[config.mk]
export PLATFORM = sky130hd
export DESIGN_NAME = tape_motor_line_controller
export DESIGN_NICKNAME = d
export VERILOG_FILES = /design/src/inc/motor_pkg.sv /design/src/inc/timer_if.sv /design/src/core/interval_timer.sv /design/src/core/tape_motor_line_controller.sv
export VERILOG_INCLUDE_DIRS = /design/src /design/src/inc
export SDC_FILE = /design/constraint.sdc
export NUM_CORES = 1
export LEC_CHECK = 0
export BUFFER_PORTS_ARGS = -buffer_cell sky130_fd_sc_hd__buf_2
export CAP_MARGIN = 20
export CELL_PAD_IN_SITES_DETAIL_PLACEMENT = 0
export CELL_PAD_IN_SITES_GLOBAL_PLACEMENT = 1
export CORE_MARGIN = 1
export CORE_UTILIZATION = 46
export DETAILED_ROUTE_END_ITERATION = 12
export GPL_TIMING_DRIVEN = 0
export PLACE_DENSITY = 0.86
export SYNTH_ARGS = -nofsm -noshare
export SYNTH_HDL_FRONTEND = slang
export SYNTH_SLANG_ARGS = --single-unit
[constraint.sdc]
create_clock -name clock -period 5.55 [get_ports clock]
set_clock_uncertainty 0.15 [all_clocks]
set_input_delay 0.8325 -clock clock [delete_from_list [all_inputs] [get_ports clock]]
set_output_delay 0.8325 -clock clock [all_outputs]
set_load 0.005 [all_outputs]
[src/inc/motor_defines.svh]
// register offsets, field positions, reset values and timing counts of the tape motor line block
`ifndef MOTOR_DEFINES_SVH
`define MOTOR_DEFINES_SVH

// register map, word index on the plain register port
`define ADDR_CTRL      4'h0
`define ADDR_STATUS    4'h1
`define ADDR_IRQ_STAT  4'h2
`define ADDR_IRQ_CLR   4'h3
`define ADDR_IRQ_EN    4'h4

// control fields
`define CTRL_STALL_EN  0
`define CTRL_BRAKE_EN  1
`define CTRL_RESET     16'h0003

// status fields
`define STAT_MODE_LSB  0
`define STAT_MODE_MSB  2
`define STAT_BRAKE     3
`define STAT_STALL_N   4
`define STAT_TAPE_N    5

// interrupt fields
`define IRQ_STALL      0
`define IRQ_TAPE_END   1
`define IRQ_BRAKE_DONE 2
`define IRQ_ILLEGAL    3
`define IRQ_BITS       4
`define IRQ_EN_RESET   4'h0

// timing
`define CLOCK_MHZ      20
`define STALL_DELAY_NS 100000
`define BRAKE_TIME_NS  40000000
`define STALL_CYCLES   ((`STALL_DELAY_NS * `CLOCK_MHZ) / 1000)
`define BRAKE_CYCLES   ((`BRAKE_TIME_NS * `CLOCK_MHZ) / 1000)
`define TIMER_WIDTH    20

`endif

[src/inc/motor_pkg.sv]
// types of the tape motor line block
package motor_pkg;

  typedef enum logic [2:0] {
    MODE_INACTIVE,
    MODE_RW,
    MODE_FFWD,
    MODE_FREV,
    MODE_FBRAKE,
    MODE_RBRAKE,
    MODE_ILLEGAL
  } mode_e;

endpackage

[src/inc/timer_if.sv]
// start, clear and status signals between the block and one interval timer
`timescale 1ns/10ps
interface timer_if;
  logic start;
  logic clear;
  logic busy;
  logic done;

  modport owner (output start, output clear, input busy, input done);
  modport timer (input start, input clear, output busy, output done);
endinterface

[src/core/interval_timer.sv]
// non-retriggerable interval timer with one-cycle done pulse
`timescale 1ns/10ps
module interval_timer #(
  parameter int unsigned            WIDTH  = 20,
  parameter logic [WIDTH-1:0]       CYCLES = 20'h00010
) (
  // clock and reset
  input  wire logic clock,
  input  wire logic rstn,
  input  wire logic ce,
  // control
  timer_if.timer    tif
);

  logic [WIDTH-1:0] cnt_q;

  assign tif.busy = (cnt_q != '0);
  assign tif.done = ce & ~tif.clear & (cnt_q == WIDTH'(1));

  always_ff @(posedge clock) begin
    if (!rstn) begin
      cnt_q <= '0;
    end else if (ce) begin
      if (tif.clear) begin
        cnt_q <= '0;
      end else if (tif.busy) begin
        cnt_q <= cnt_q - WIDTH'(1);
      end else if (tif.start) begin
        cnt_q <= CYCLES;
      end
    end
  end

  AST_DONE_AFTER_LOAD: assert property (@(posedge clock) disable iff (!rstn)
    tif.done |-> tif.busy ##1 !tif.busy)
    else $error("timer done without running count");

endmodule

[src/core/tape_motor_line_controller.sv]
// motor-side logic of the tape transport: brake one-shot, stall delay, tape-end sense, registers
//
// Behaviour
// read/write: forward-run low, others high
// fast forward: as read/write, feedback-defeat low
// fast reverse: reverse-select, reverse-source low
// forward brake: defeat, source, brake-pulse low
// reverse brake: defeat and brake-pulse low
// inactive: all five lines high
// brake falling edge fires timed ground one-shot
// stall low only after sustained overcurrent delay
// controller stops motors on stall, flags it
// tape-end high while tape blocks light
// tape-end low when light passes hole/leader
// lines high after reset, tabulated only
`timescale 1ns/10ps
`include "motor_defines.svh"
module tape_motor_line_controller #(
  parameter int unsigned BRAKE_CYCLES = `BRAKE_CYCLES
) (
  // clock, reset, enable
  input  wire logic        clock,
  input  wire logic        rstn,
  input  wire logic        ce,
  // register port
  input  wire logic [3:0]  addr,
  input  wire logic [15:0] wdata,
  input  wire logic        wr_en,
  input  wire logic        rd_en,
  output logic      [15:0] rdata,
  // motor control lines from the controller
  input  wire logic        feedback_defeat_n,
  input  wire logic        reverse_source_n,
  input  wire logic        forward_run_n,
  input  wire logic        brake_pulse_n,
  input  wire logic        reverse_select_n,
  // analog sense inputs
  input  wire logic        overcurrent,
  input  wire logic        tape_light,
  // indications and drive
  output logic             motor_overcurrent_n,
  output logic             tape_end_n,
  output logic             brake_ground,
  output logic             irq
);

  localparam logic [`TIMER_WIDTH-1:0] STALL_LOAD = `TIMER_WIDTH'(`STALL_CYCLES);
  localparam logic [`TIMER_WIDTH-1:0] BRAKE_LOAD = `TIMER_WIDTH'(BRAKE_CYCLES);

  // line decode to transport mode
  function automatic motor_pkg::mode_e decode_lines(input logic [4:0] l);
    motor_pkg::mode_e m;
    m = motor_pkg::MODE_ILLEGAL;
    case (l)
      5'h1F:   m = motor_pkg::MODE_INACTIVE;
      5'h1B:   m = motor_pkg::MODE_RW;
      5'h0B:   m = motor_pkg::MODE_FFWD;
      5'h16:   m = motor_pkg::MODE_FREV;
      5'h05:   m = motor_pkg::MODE_FBRAKE;
      5'h0D:   m = motor_pkg::MODE_RBRAKE;
      default: m = motor_pkg::MODE_ILLEGAL;
    endcase
    return m;
  endfunction

  motor_pkg::mode_e      mode_d;
  motor_pkg::mode_e      mode_q;
  logic [15:0]           ctrl_q;
  logic [`IRQ_BITS-1:0]  irq_stat_q;
  logic [`IRQ_BITS-1:0]  irq_stat_d;
  logic [`IRQ_BITS-1:0]  irq_en_q;
  logic [`IRQ_BITS-1:0]  irq_clr;
  logic [`IRQ_BITS-1:0]  events;
  logic                  brake_prev_q;
  logic                  brake_fall;
  logic                  stall_n_q;
  logic                  tape_end_n_q;
  logic                  stall_en;

  timer_if brake_tif();
  timer_if stall_tif();

  assign mode_d = decode_lines({feedback_defeat_n, reverse_source_n, forward_run_n,
                                brake_pulse_n, reverse_select_n});
  assign stall_en = ctrl_q[`CTRL_STALL_EN];

  // brake one-shot
  assign brake_fall = brake_prev_q & ~brake_pulse_n;
  assign brake_tif.start = brake_fall & ctrl_q[`CTRL_BRAKE_EN];
  assign brake_tif.clear = 1'b0;
  assign brake_ground = brake_tif.busy;

  interval_timer #(
    .WIDTH  (`TIMER_WIDTH),
    .CYCLES (BRAKE_LOAD)
  ) brake_timer (
    .clock (clock),
    .rstn  (rstn),
    .ce    (ce),
    .tif   (brake_tif)
  );

  // stall delay: restarts whenever current falls back
  assign stall_tif.start = overcurrent & stall_en & stall_n_q;
  assign stall_tif.clear = ~overcurrent | ~stall_en;

  interval_timer #(
    .WIDTH  (`TIMER_WIDTH),
    .CYCLES (STALL_LOAD)
  ) stall_timer (
    .clock (clock),
    .rstn  (rstn),
    .ce    (ce),
    .tif   (stall_tif)
  );

  always_ff @(posedge clock) begin
    if (!rstn) begin
      brake_prev_q <= 1'b1;
    end else if (ce) begin
      brake_prev_q <= brake_pulse_n;
    end
  end

  always_ff @(posedge clock) begin
    if (!rstn) begin
      stall_n_q <= 1'b1;
    end else if (ce) begin
      if (!overcurrent || !stall_en) begin
        stall_n_q <= 1'b1;
      end else if (stall_tif.done) begin
        stall_n_q <= 1'b0;
      end
    end
  end

  always_ff @(posedge clock) begin
    if (!rstn) begin
      tape_end_n_q <= 1'b1;
    end else if (ce) begin
      tape_end_n_q <= ~tape_light;
    end
  end

  always_ff @(posedge clock) begin
    if (!rstn) begin
      mode_q <= motor_pkg::MODE_INACTIVE;
    end else if (ce) begin
      mode_q <= mode_d;
    end
  end

  assign motor_overcurrent_n = stall_n_q;
  assign tape_end_n = tape_end_n_q;

  // interrupt events, set wins over clear
  always_comb begin
    events = '0;
    events[`IRQ_STALL] = stall_tif.done & overcurrent & stall_en;
    events[`IRQ_TAPE_END] = tape_light & tape_end_n_q;
    events[`IRQ_BRAKE_DONE] = brake_tif.done;
    events[`IRQ_ILLEGAL] = (mode_d == motor_pkg::MODE_ILLEGAL) && (mode_q != motor_pkg::MODE_ILLEGAL);
    irq_clr = '0;
    if (wr_en && (addr == `ADDR_IRQ_CLR)) begin
      irq_clr = wdata[`IRQ_BITS-1:0];
    end
    irq_stat_d = (irq_stat_q & ~irq_clr) | events;
  end

  always_ff @(posedge clock) begin
    if (!rstn) begin
      irq_stat_q <= '0;
    end else if (ce) begin
      irq_stat_q <= irq_stat_d;
    end
  end

  assign irq = |(irq_stat_q & irq_en_q);

  // register writes
  always_ff @(posedge clock) begin
    if (!rstn) begin
      ctrl_q <= `CTRL_RESET;
      irq_en_q <= `IRQ_EN_RESET;
    end else if (ce && wr_en) begin
      if (addr == `ADDR_CTRL) begin
        ctrl_q <= {14'h0000, wdata[1:0]};
      end else if (addr == `ADDR_IRQ_EN) begin
        irq_en_q <= wdata[`IRQ_BITS-1:0];
      end
    end
  end

  // register reads, data in the following cycle
  always_ff @(posedge clock) begin
    if (!rstn) begin
      rdata <= 16'h0000;
    end else if (ce) begin
      rdata <= 16'h0000;
      if (rd_en) begin
        if (addr == `ADDR_CTRL) begin
          rdata <= ctrl_q;
        end else if (addr == `ADDR_STATUS) begin
          rdata <= {10'h000, tape_end_n_q, stall_n_q, brake_tif.busy, mode_q};
        end else if (addr == `ADDR_IRQ_STAT) begin
          rdata <= {12'h000, irq_stat_q};
        end else if (addr == `ADDR_IRQ_EN) begin
          rdata <= {12'h000, irq_en_q};
        end
      end
    end
  end

  // helper: length of the current overcurrent run
  logic [`TIMER_WIDTH-1:0] oc_run_q;
  always_ff @(posedge clock) begin
    if (!rstn) begin
      oc_run_q <= '0;
    end else if (ce) begin
      if (!overcurrent) begin
        oc_run_q <= '0;
      end else if (oc_run_q != '1) begin
        oc_run_q <= oc_run_q + `TIMER_WIDTH'(1);
      end
    end
  end

  AST_BRAKE_FIRE: assert property (@(posedge clock) disable iff (!rstn)
    ce && brake_fall && ctrl_q[`CTRL_BRAKE_EN] && !brake_ground |=> brake_ground)
    else $error("brake falling edge did not fire one-shot");

  AST_BRAKE_HOLD: assert property (@(posedge clock) disable iff (!rstn)
    $rose(brake_ground) |-> brake_ground [*8])
    else $error("brake ground ended too early");

  AST_STALL_DELAY: assert property (@(posedge clock) disable iff (!rstn)
    $fell(motor_overcurrent_n) |-> (oc_run_q >= STALL_LOAD))
    else $error("stall asserted before delay expired");

  AST_STALL_RELEASE: assert property (@(posedge clock) disable iff (!rstn)
    ce && !overcurrent |=> motor_overcurrent_n)
    else $error("stall held without overcurrent");

  AST_TAPE_BLOCKED: assert property (@(posedge clock) disable iff (!rstn)
    ce && !tape_light |=> tape_end_n)
    else $error("tape end low while tape blocks light");

  AST_TAPE_HOLE: assert property (@(posedge clock) disable iff (!rstn)
    ce && tape_light |=> !tape_end_n)
    else $error("tape end not signalled on light");

  AST_TAPE_FLAG: assert property (@(posedge clock) disable iff (!rstn)
    ce && tape_light && tape_end_n |=> irq_stat_q[`IRQ_TAPE_END])
    else $error("tape end event not flagged");

  COV_BRAKE: cover property (@(posedge clock) disable iff (!rstn) $rose(brake_ground));
  COV_STALL: cover property (@(posedge clock) disable iff (!rstn) $fell(motor_overcurrent_n));
  COV_TAPE: cover property (@(posedge clock) disable iff (!rstn) $fell(tape_end_n));
  COV_IRQ: cover property (@(posedge clock) disable iff (!rstn) $rose(irq));

endmodule

== After elaboration in Yosys (flattened, before gate mapping) ==
Index checks and enable logic that the tools add are counted.

* Register bits after elaboration: 72
* Input bits: 32
* Output and inout port bits: 20
* Logic and storage cells: 79

* Reduce and logical (&&, ||, !) cells: 18
* Add/sub/neg operators: 2
* Bitwise operators: 21
* Eq/ne operators: 14
* Mux-type cells: 14

{| class="wikitable"
|+ Operators with widths
! cell !! number
|-
| 2-to-1 mux 20 bit || 5
|-
| equality test 20 x 1 -> 1 bit (second input constant) || 2
|-
| nonzero test 20 bit || 2
|-
| subtractor 20 x 1 -> 20 bit (second input constant) || 2
|-
| 2-to-1 mux 6 bit || 3
|-
| case mux 3 bit (6 select lines) || 1
|-
| equality test 5 bit (second input constant) || 3
|-
| 2-to-1 mux 4 bit || 3
|-
| bitwise AND 1 bit || 10
|-
| equality test 5 x 4 -> 1 bit (second input constant) || 2
|-
| bitwise AND 4 bit || 2
|-
| equality test 4 x 2 -> 1 bit (second input constant) || 2
|-
| AND reduction 2 bit || 4
|-
| NOT 1 bit || 6
|-
| equality test 5 x 3 -> 1 bit (second input constant) || 1
|-
| equality test 4 x 1 -> 1 bit (second input constant) || 1
|-
| equality test 4 x 3 -> 1 bit (second input constant) || 1
|-
| logical NOT 4 bit || 1
|-
| NOT 4 bit || 1
|-
| bitwise OR 4 bit || 1
|-
| nonzero test 2 bit || 2
|-
| OR reduction 4 bit || 1
|-
| equality test 3 bit (second input constant) || 1
|-
| logical AND 1 bit || 3
|-
| other kinds (7) || 9
|}

== Logic depth before layout (Yosys ltp) ==
* Depth in word-level cells: 8
* Gate-level depth with buffers: 8
* Gate-level depth less buffers: 7

== Hierarchy ==
From an unflattened synthesis, not the netlist that was laid out.

* Cell total of the unflattened synthesis: 429
* Area total of the unflattened synthesis: 3,616.0 um^2

{| class="wikitable"
|+ Modules (own cells, without submodules)
! module !! instances !! sequential area each (um^2) !! area each (um^2) !! cells an instance
|-
| tape_motor_line_controller || 1 || 440.4 || 1,223.7 || 147
|-
| interval_timer at stall_timer || 1 || 400.4 || 1,212.4 || 142
|-
| interval_timer at brake_timer || 1 || 400.4 || 1,179.9 || 140
|}

== Worst setup path before layout ==
OpenSTA, ideal clock, no wires.

* Path kind: register to output
* Start: register brake_timer.cnt_q[14]
* End: output brake_ground
* Path buffers: 1
* Cell stages (with the launch flop): 5
* Arrival time: 1.595 ns
* Required time: 4.568 ns
* Slack: 2.973 ns
* Path through: dfxtp_1 or4_1 buf_2 nor4_2 nand3_1

* Cells in the longest elaborated chain, start to end: 1

{| class="wikitable"
|+ RTL lines
! item !! line !! text
|-
| start: declaration || interval_timer.sv:15 || <nowiki>logic [WIDTH-1:0] cnt_q;</nowiki>
|-
| start signal: assignment || interval_timer.sv:27 || <nowiki>cnt_q <= cnt_q - WIDTH'(1);</nowiki>
|-
| nonzero test 20 bit || interval_timer.sv:17 || <nowiki>assign tif.busy = (cnt_q != '0);</nowiki>
|-
| end: declaration || tape_motor_line_controller.sv:43 || <nowiki>output logic brake_ground,</nowiki>
|}

Every way passes these cells.

== Worst setup path after layout ==
Ends and elaborated chain as after synthesis.

==> results.txt <==
- Outcome: finished clean
* Effective utilization at floorplan: 0.4756
- The H-tree was split into 3 levels.
- The first TritonRoute pass finished after 4 iterations.
* Post-DR vias/cell: ~5.6
* Crit path capture type: output port
* Clock buffer depth: 2
- The floorplan step defined a die boundary enclosing approximately 7800 µm².
* Hold Fails Final Rpt: 0
- Vias in the first global route: 2768
* Final worst-path cycle share: 0.5871
* I/O pin count: 52
* Number of synthesized register bits: 62
- The tightest min-delay check is of the reg2reg type.
- Max-cap violations in this run came to 0.
* Worst slew margin relative to its limit: 0.4686
* TritonCTS Sinks: just over 60
* Via count: between 3000 and 4000
- Clk Tree Root Cell: sky130_fd_sc_hd__clkbuf_8
- At the end of routability-driven placement, the weighted congestion stood at approximately 0.9.
- First DRT Iteration DRCs: between 150 and 200
- Derived from the worst setup path, the maximum achievable clock frequency is 306.9 MHz.
* Clock buffers created by TritonCTS: 9
- Number of diodes: 0
- Total congestion overflow after global routing: 0
* Die height: just under 90 µm
* Die width: 88.60 µm
* Dominant register cell in the synthesized netlist: sky130_fd_sc_hd__dfxtp_1
- Cell types with the largest area share after synthesis: sky130_fd_sc_hd__dfxtp_1 (36%), sky130_fd_sc_hd__nor2_1 (4.8%), sky130_fd_sc_hd__a21oi_1 (3.9%)
- Data on the critical path arrives at its endpoint at approximately 2300 ps.
- Final hold analysis gives a worst-case slack of about 330 ps.
- For the final routed database, the setup TNS stands at 0 ps.
* TritonCTS clock tree: built
- Proportion of total power due to net switching: 0.4362
- Of the cells placed in the final design, the portion with a size suffix greater than 1 is 0.2074.
- Power per Cell Area: just over 600 nW/µm²
* Count leader, synth: sky130_fd_sc_hd__dfxtp_1
* Standard cell core area: a little over 7000 µm²
- Unrepaired setup endpoints after global routing: false
- Detailed placement finished with a half-perimeter wire length of roughly 6000 µm.
- The clock period could shrink to between 3000 and 4000 ps.
* Pin count of the biggest net entering global routing: 13
* Antenna violations before repair: 0
* Async SR Flop Fraction: 0
* Proportion of netlist area held by the largest area contributor: 0.3598
- Average wire per standard cell: 14.96 µm
- Drt drc: 0
- The cell count after synthesis came out at 404.
- After synthesis, the most frequently instantiated cells are sky130_fd_sc_hd__dfxtp_1 (62), sky130_fd_sc_hd__nor2_1 (44), sky130_fd_sc_hd__nand2_1 (34), sky130_fd_sc_hd__a21oi_1 (27), sky130_fd_sc_hd__nand3_1 (18).
- A synthesized cell averages roughly 8.5 µm².
- Resized Gates After CTS: 0
- Once detail routing completed, the nets flagged for antenna violations numbered 0.
* Sort of element at the start of the critical path: flop
- The internal power of the cells totals 1.370 mW.
- The max-slew violation count came to 0.
* Number of enable-type register cells in the synthesized netlist: 0
- Total Routed Length: around 8300 µm
- Count of yosys warnings during synthesis: 0
* Part of the power in combinational logic: 0.526
* Cell Area, Synth: about 3400 µm²
* Peak supply drop: about 0.38 mV
* Number of nets in the finished design: 490
* Clock-pin slew of the registers on the worst-case setup and hold paths: roughly 70 ps
- In the global route stage, overall resource usage came out at 0.2301.
- # port buffers: 29
* Leading area contributor after synthesis: sky130_fd_sc_hd__dfxtp_1
- Setup Fix Bufs, Post-CTS: 0
- Register share of total power: 0.289
* CTS hold repair buffers: 0
* Placement Rows: 31
- Area growth from synthesis to final layout: 15.20%
- Global-route wire length before repair: 13710 µm
- Largest fanout on the critical path: 9
* Worst slew pin tran: ~790 ps
- The clock reaches the later pin of the worst-skew pair after 340 ps.
- Of the synthesized area, sequential elements account for 0.3598.
* Final number of setup-violating endpoints: 0
- Power share of the clock group: 0.185
- For this design the static power due to leakage is roughly 1.6 nW.
* Sw power: approximately 1.1 mW
- Required time of the critical path: roughly 4600 ps
* Worst setup path category: reg2out
- Synth cell types: just under 70
-- worst max-delay path, cell delays in order, from the launching register on --
cell	delay, ps
sky130_fd_sc_hd__dfxtp_1	360
sky130_fd_sc_hd__or4_1	510
sky130_fd_sc_hd__buf_2	170
sky130_fd_sc_hd__nor4_2	600
sky130_fd_sc_hd__nand3_1	130
sky130_fd_sc_hd__buf_2	170
-- layer usage --
metal | up-vias | part of all wire | global-route usage
met4 | 0 | 0.011 | 0.07478
met5 | - | 0 | 0
met3 | 8 | 0.042 | 0.05410
met2 | 70 | 0.44 | 0.3524
li1 | 1585 | - | -
met1 | 1465 | 0.50 | 0.3191
-- state kept, by name, indices dropped and copies added, names as in the netlist, 2 cells and up --
signal / count
irq_stat_q: 4
ctrl_q: 2
mode_q: 3
rdata: 6
irq_en_q: 4
stall_timer.cnt_q: 20
brake_timer.cnt_q: 20
-- power by group through the flow --
stage | Clock, mW | Sequential [mW] | Combinational (mW)
2_1_floorplan | 0 | 0.676 | 1.04
3_3_place_gp | 0 | 0.703 | 1.25
3_5_place_dp | 0 | 0.706 | 1.27
4_1_cts | 0.461 | 0.698 | 1.28
5_1_grt | 0.483 | 0.720 | 1.43
6_report | 0.450 | 0.701 | 1.28
-- area by class of cell --
class	count	area, µm²
Inverter	10	37.54
Buffer	28	160.2
Sequential cell	62	1241
Clock buffer	9	123.9
Timing Repair Buffer	29	145.1
Fill cell	717	3279
Multi-Input combinational cell	313	2044
Clock inverter	7	97.59
Tap cell	99	123.9
-- stage by stage --
stage / utilization / std cells / area [µm²] / power [mW] / worst slack (ps)
after floorplan: - / 413 / 3483 / 1.713 / 2973
after global routing: 0.5479 / 557 / 3974 / 2.632 / 2150
after global placement: 0.5173 / 541 / 3752 / 1.953 / 2607
after CTS: 0.5479 / 557 / 3974 / 2.435 / 2270
final: 0.5479 / 557 / 3974 / 2.430 / 2292
after detailed placement: 0.5173 / 541 / 3752 / 1.974 / 2616
-- path summary, 6_finish.rpt --
kind	start	end	slack (ps)	cells past startpoint
hold reg to reg	brake_timer.cnt_q[17]$_SDFFE_PN0P_	brake_timer.cnt_q[17]$_SDFFE_PN0P_	330	2
hold / removal	brake_timer.cnt_q[17]$_SDFFE_PN0P_	brake_timer.cnt_q[17]$_SDFFE_PN0P_	330	2
setup reg to reg	stall_timer.cnt_q[14]$_SDFFE_PN0P_	stall_timer.cnt_q[5]$_SDFFE_PN0P_	2870	7
setup / recovery	brake_timer.cnt_q[14]$_SDFFE_PN0P_	brake_ground	2290	5
-- cell usage in the layout (no fill, tap or decap), types with 10 or more instances in the layout --
cell	synthesis	layout
sky130_fd_sc_hd__dfxtp_1	62	62
sky130_fd_sc_hd__nor2_1	44	44
sky130_fd_sc_hd__buf_2	5	34
sky130_fd_sc_hd__nand2_1	34	34
sky130_fd_sc_hd__a21oi_1	27	27
sky130_fd_sc_hd__nand3_1	18	18
sky130_fd_sc_hd__xnor2_1	15	15
sky130_fd_sc_hd__buf_4	11	11
sky130_fd_sc_hd__or3_1	10	10
sky130_fd_sc_hd__conb_1	1	10
-- cells by family (layout without fill, tap and decap cells) --
group | after synthesis | count (layout) | share of synthesized area
adder cells (fa/ha/maj) | 5 | 5 | 0.01814
multiplexers | 5 | 5 | 0.01487
other | 1 | 10 | 0.001087
AO/OA/AOI/OAI | 101 | 101 | 0.2162
XOR/XNOR | 18 | 18 | 0.04570
buffers and inverters | 38 | 83 | 0.05731
AND/OR/NAND/NOR | 174 | 174 | 0.2869
flip-flops | 62 | 62 | 0.3598
No activity file was read; power rests on OpenSTA's default activity.
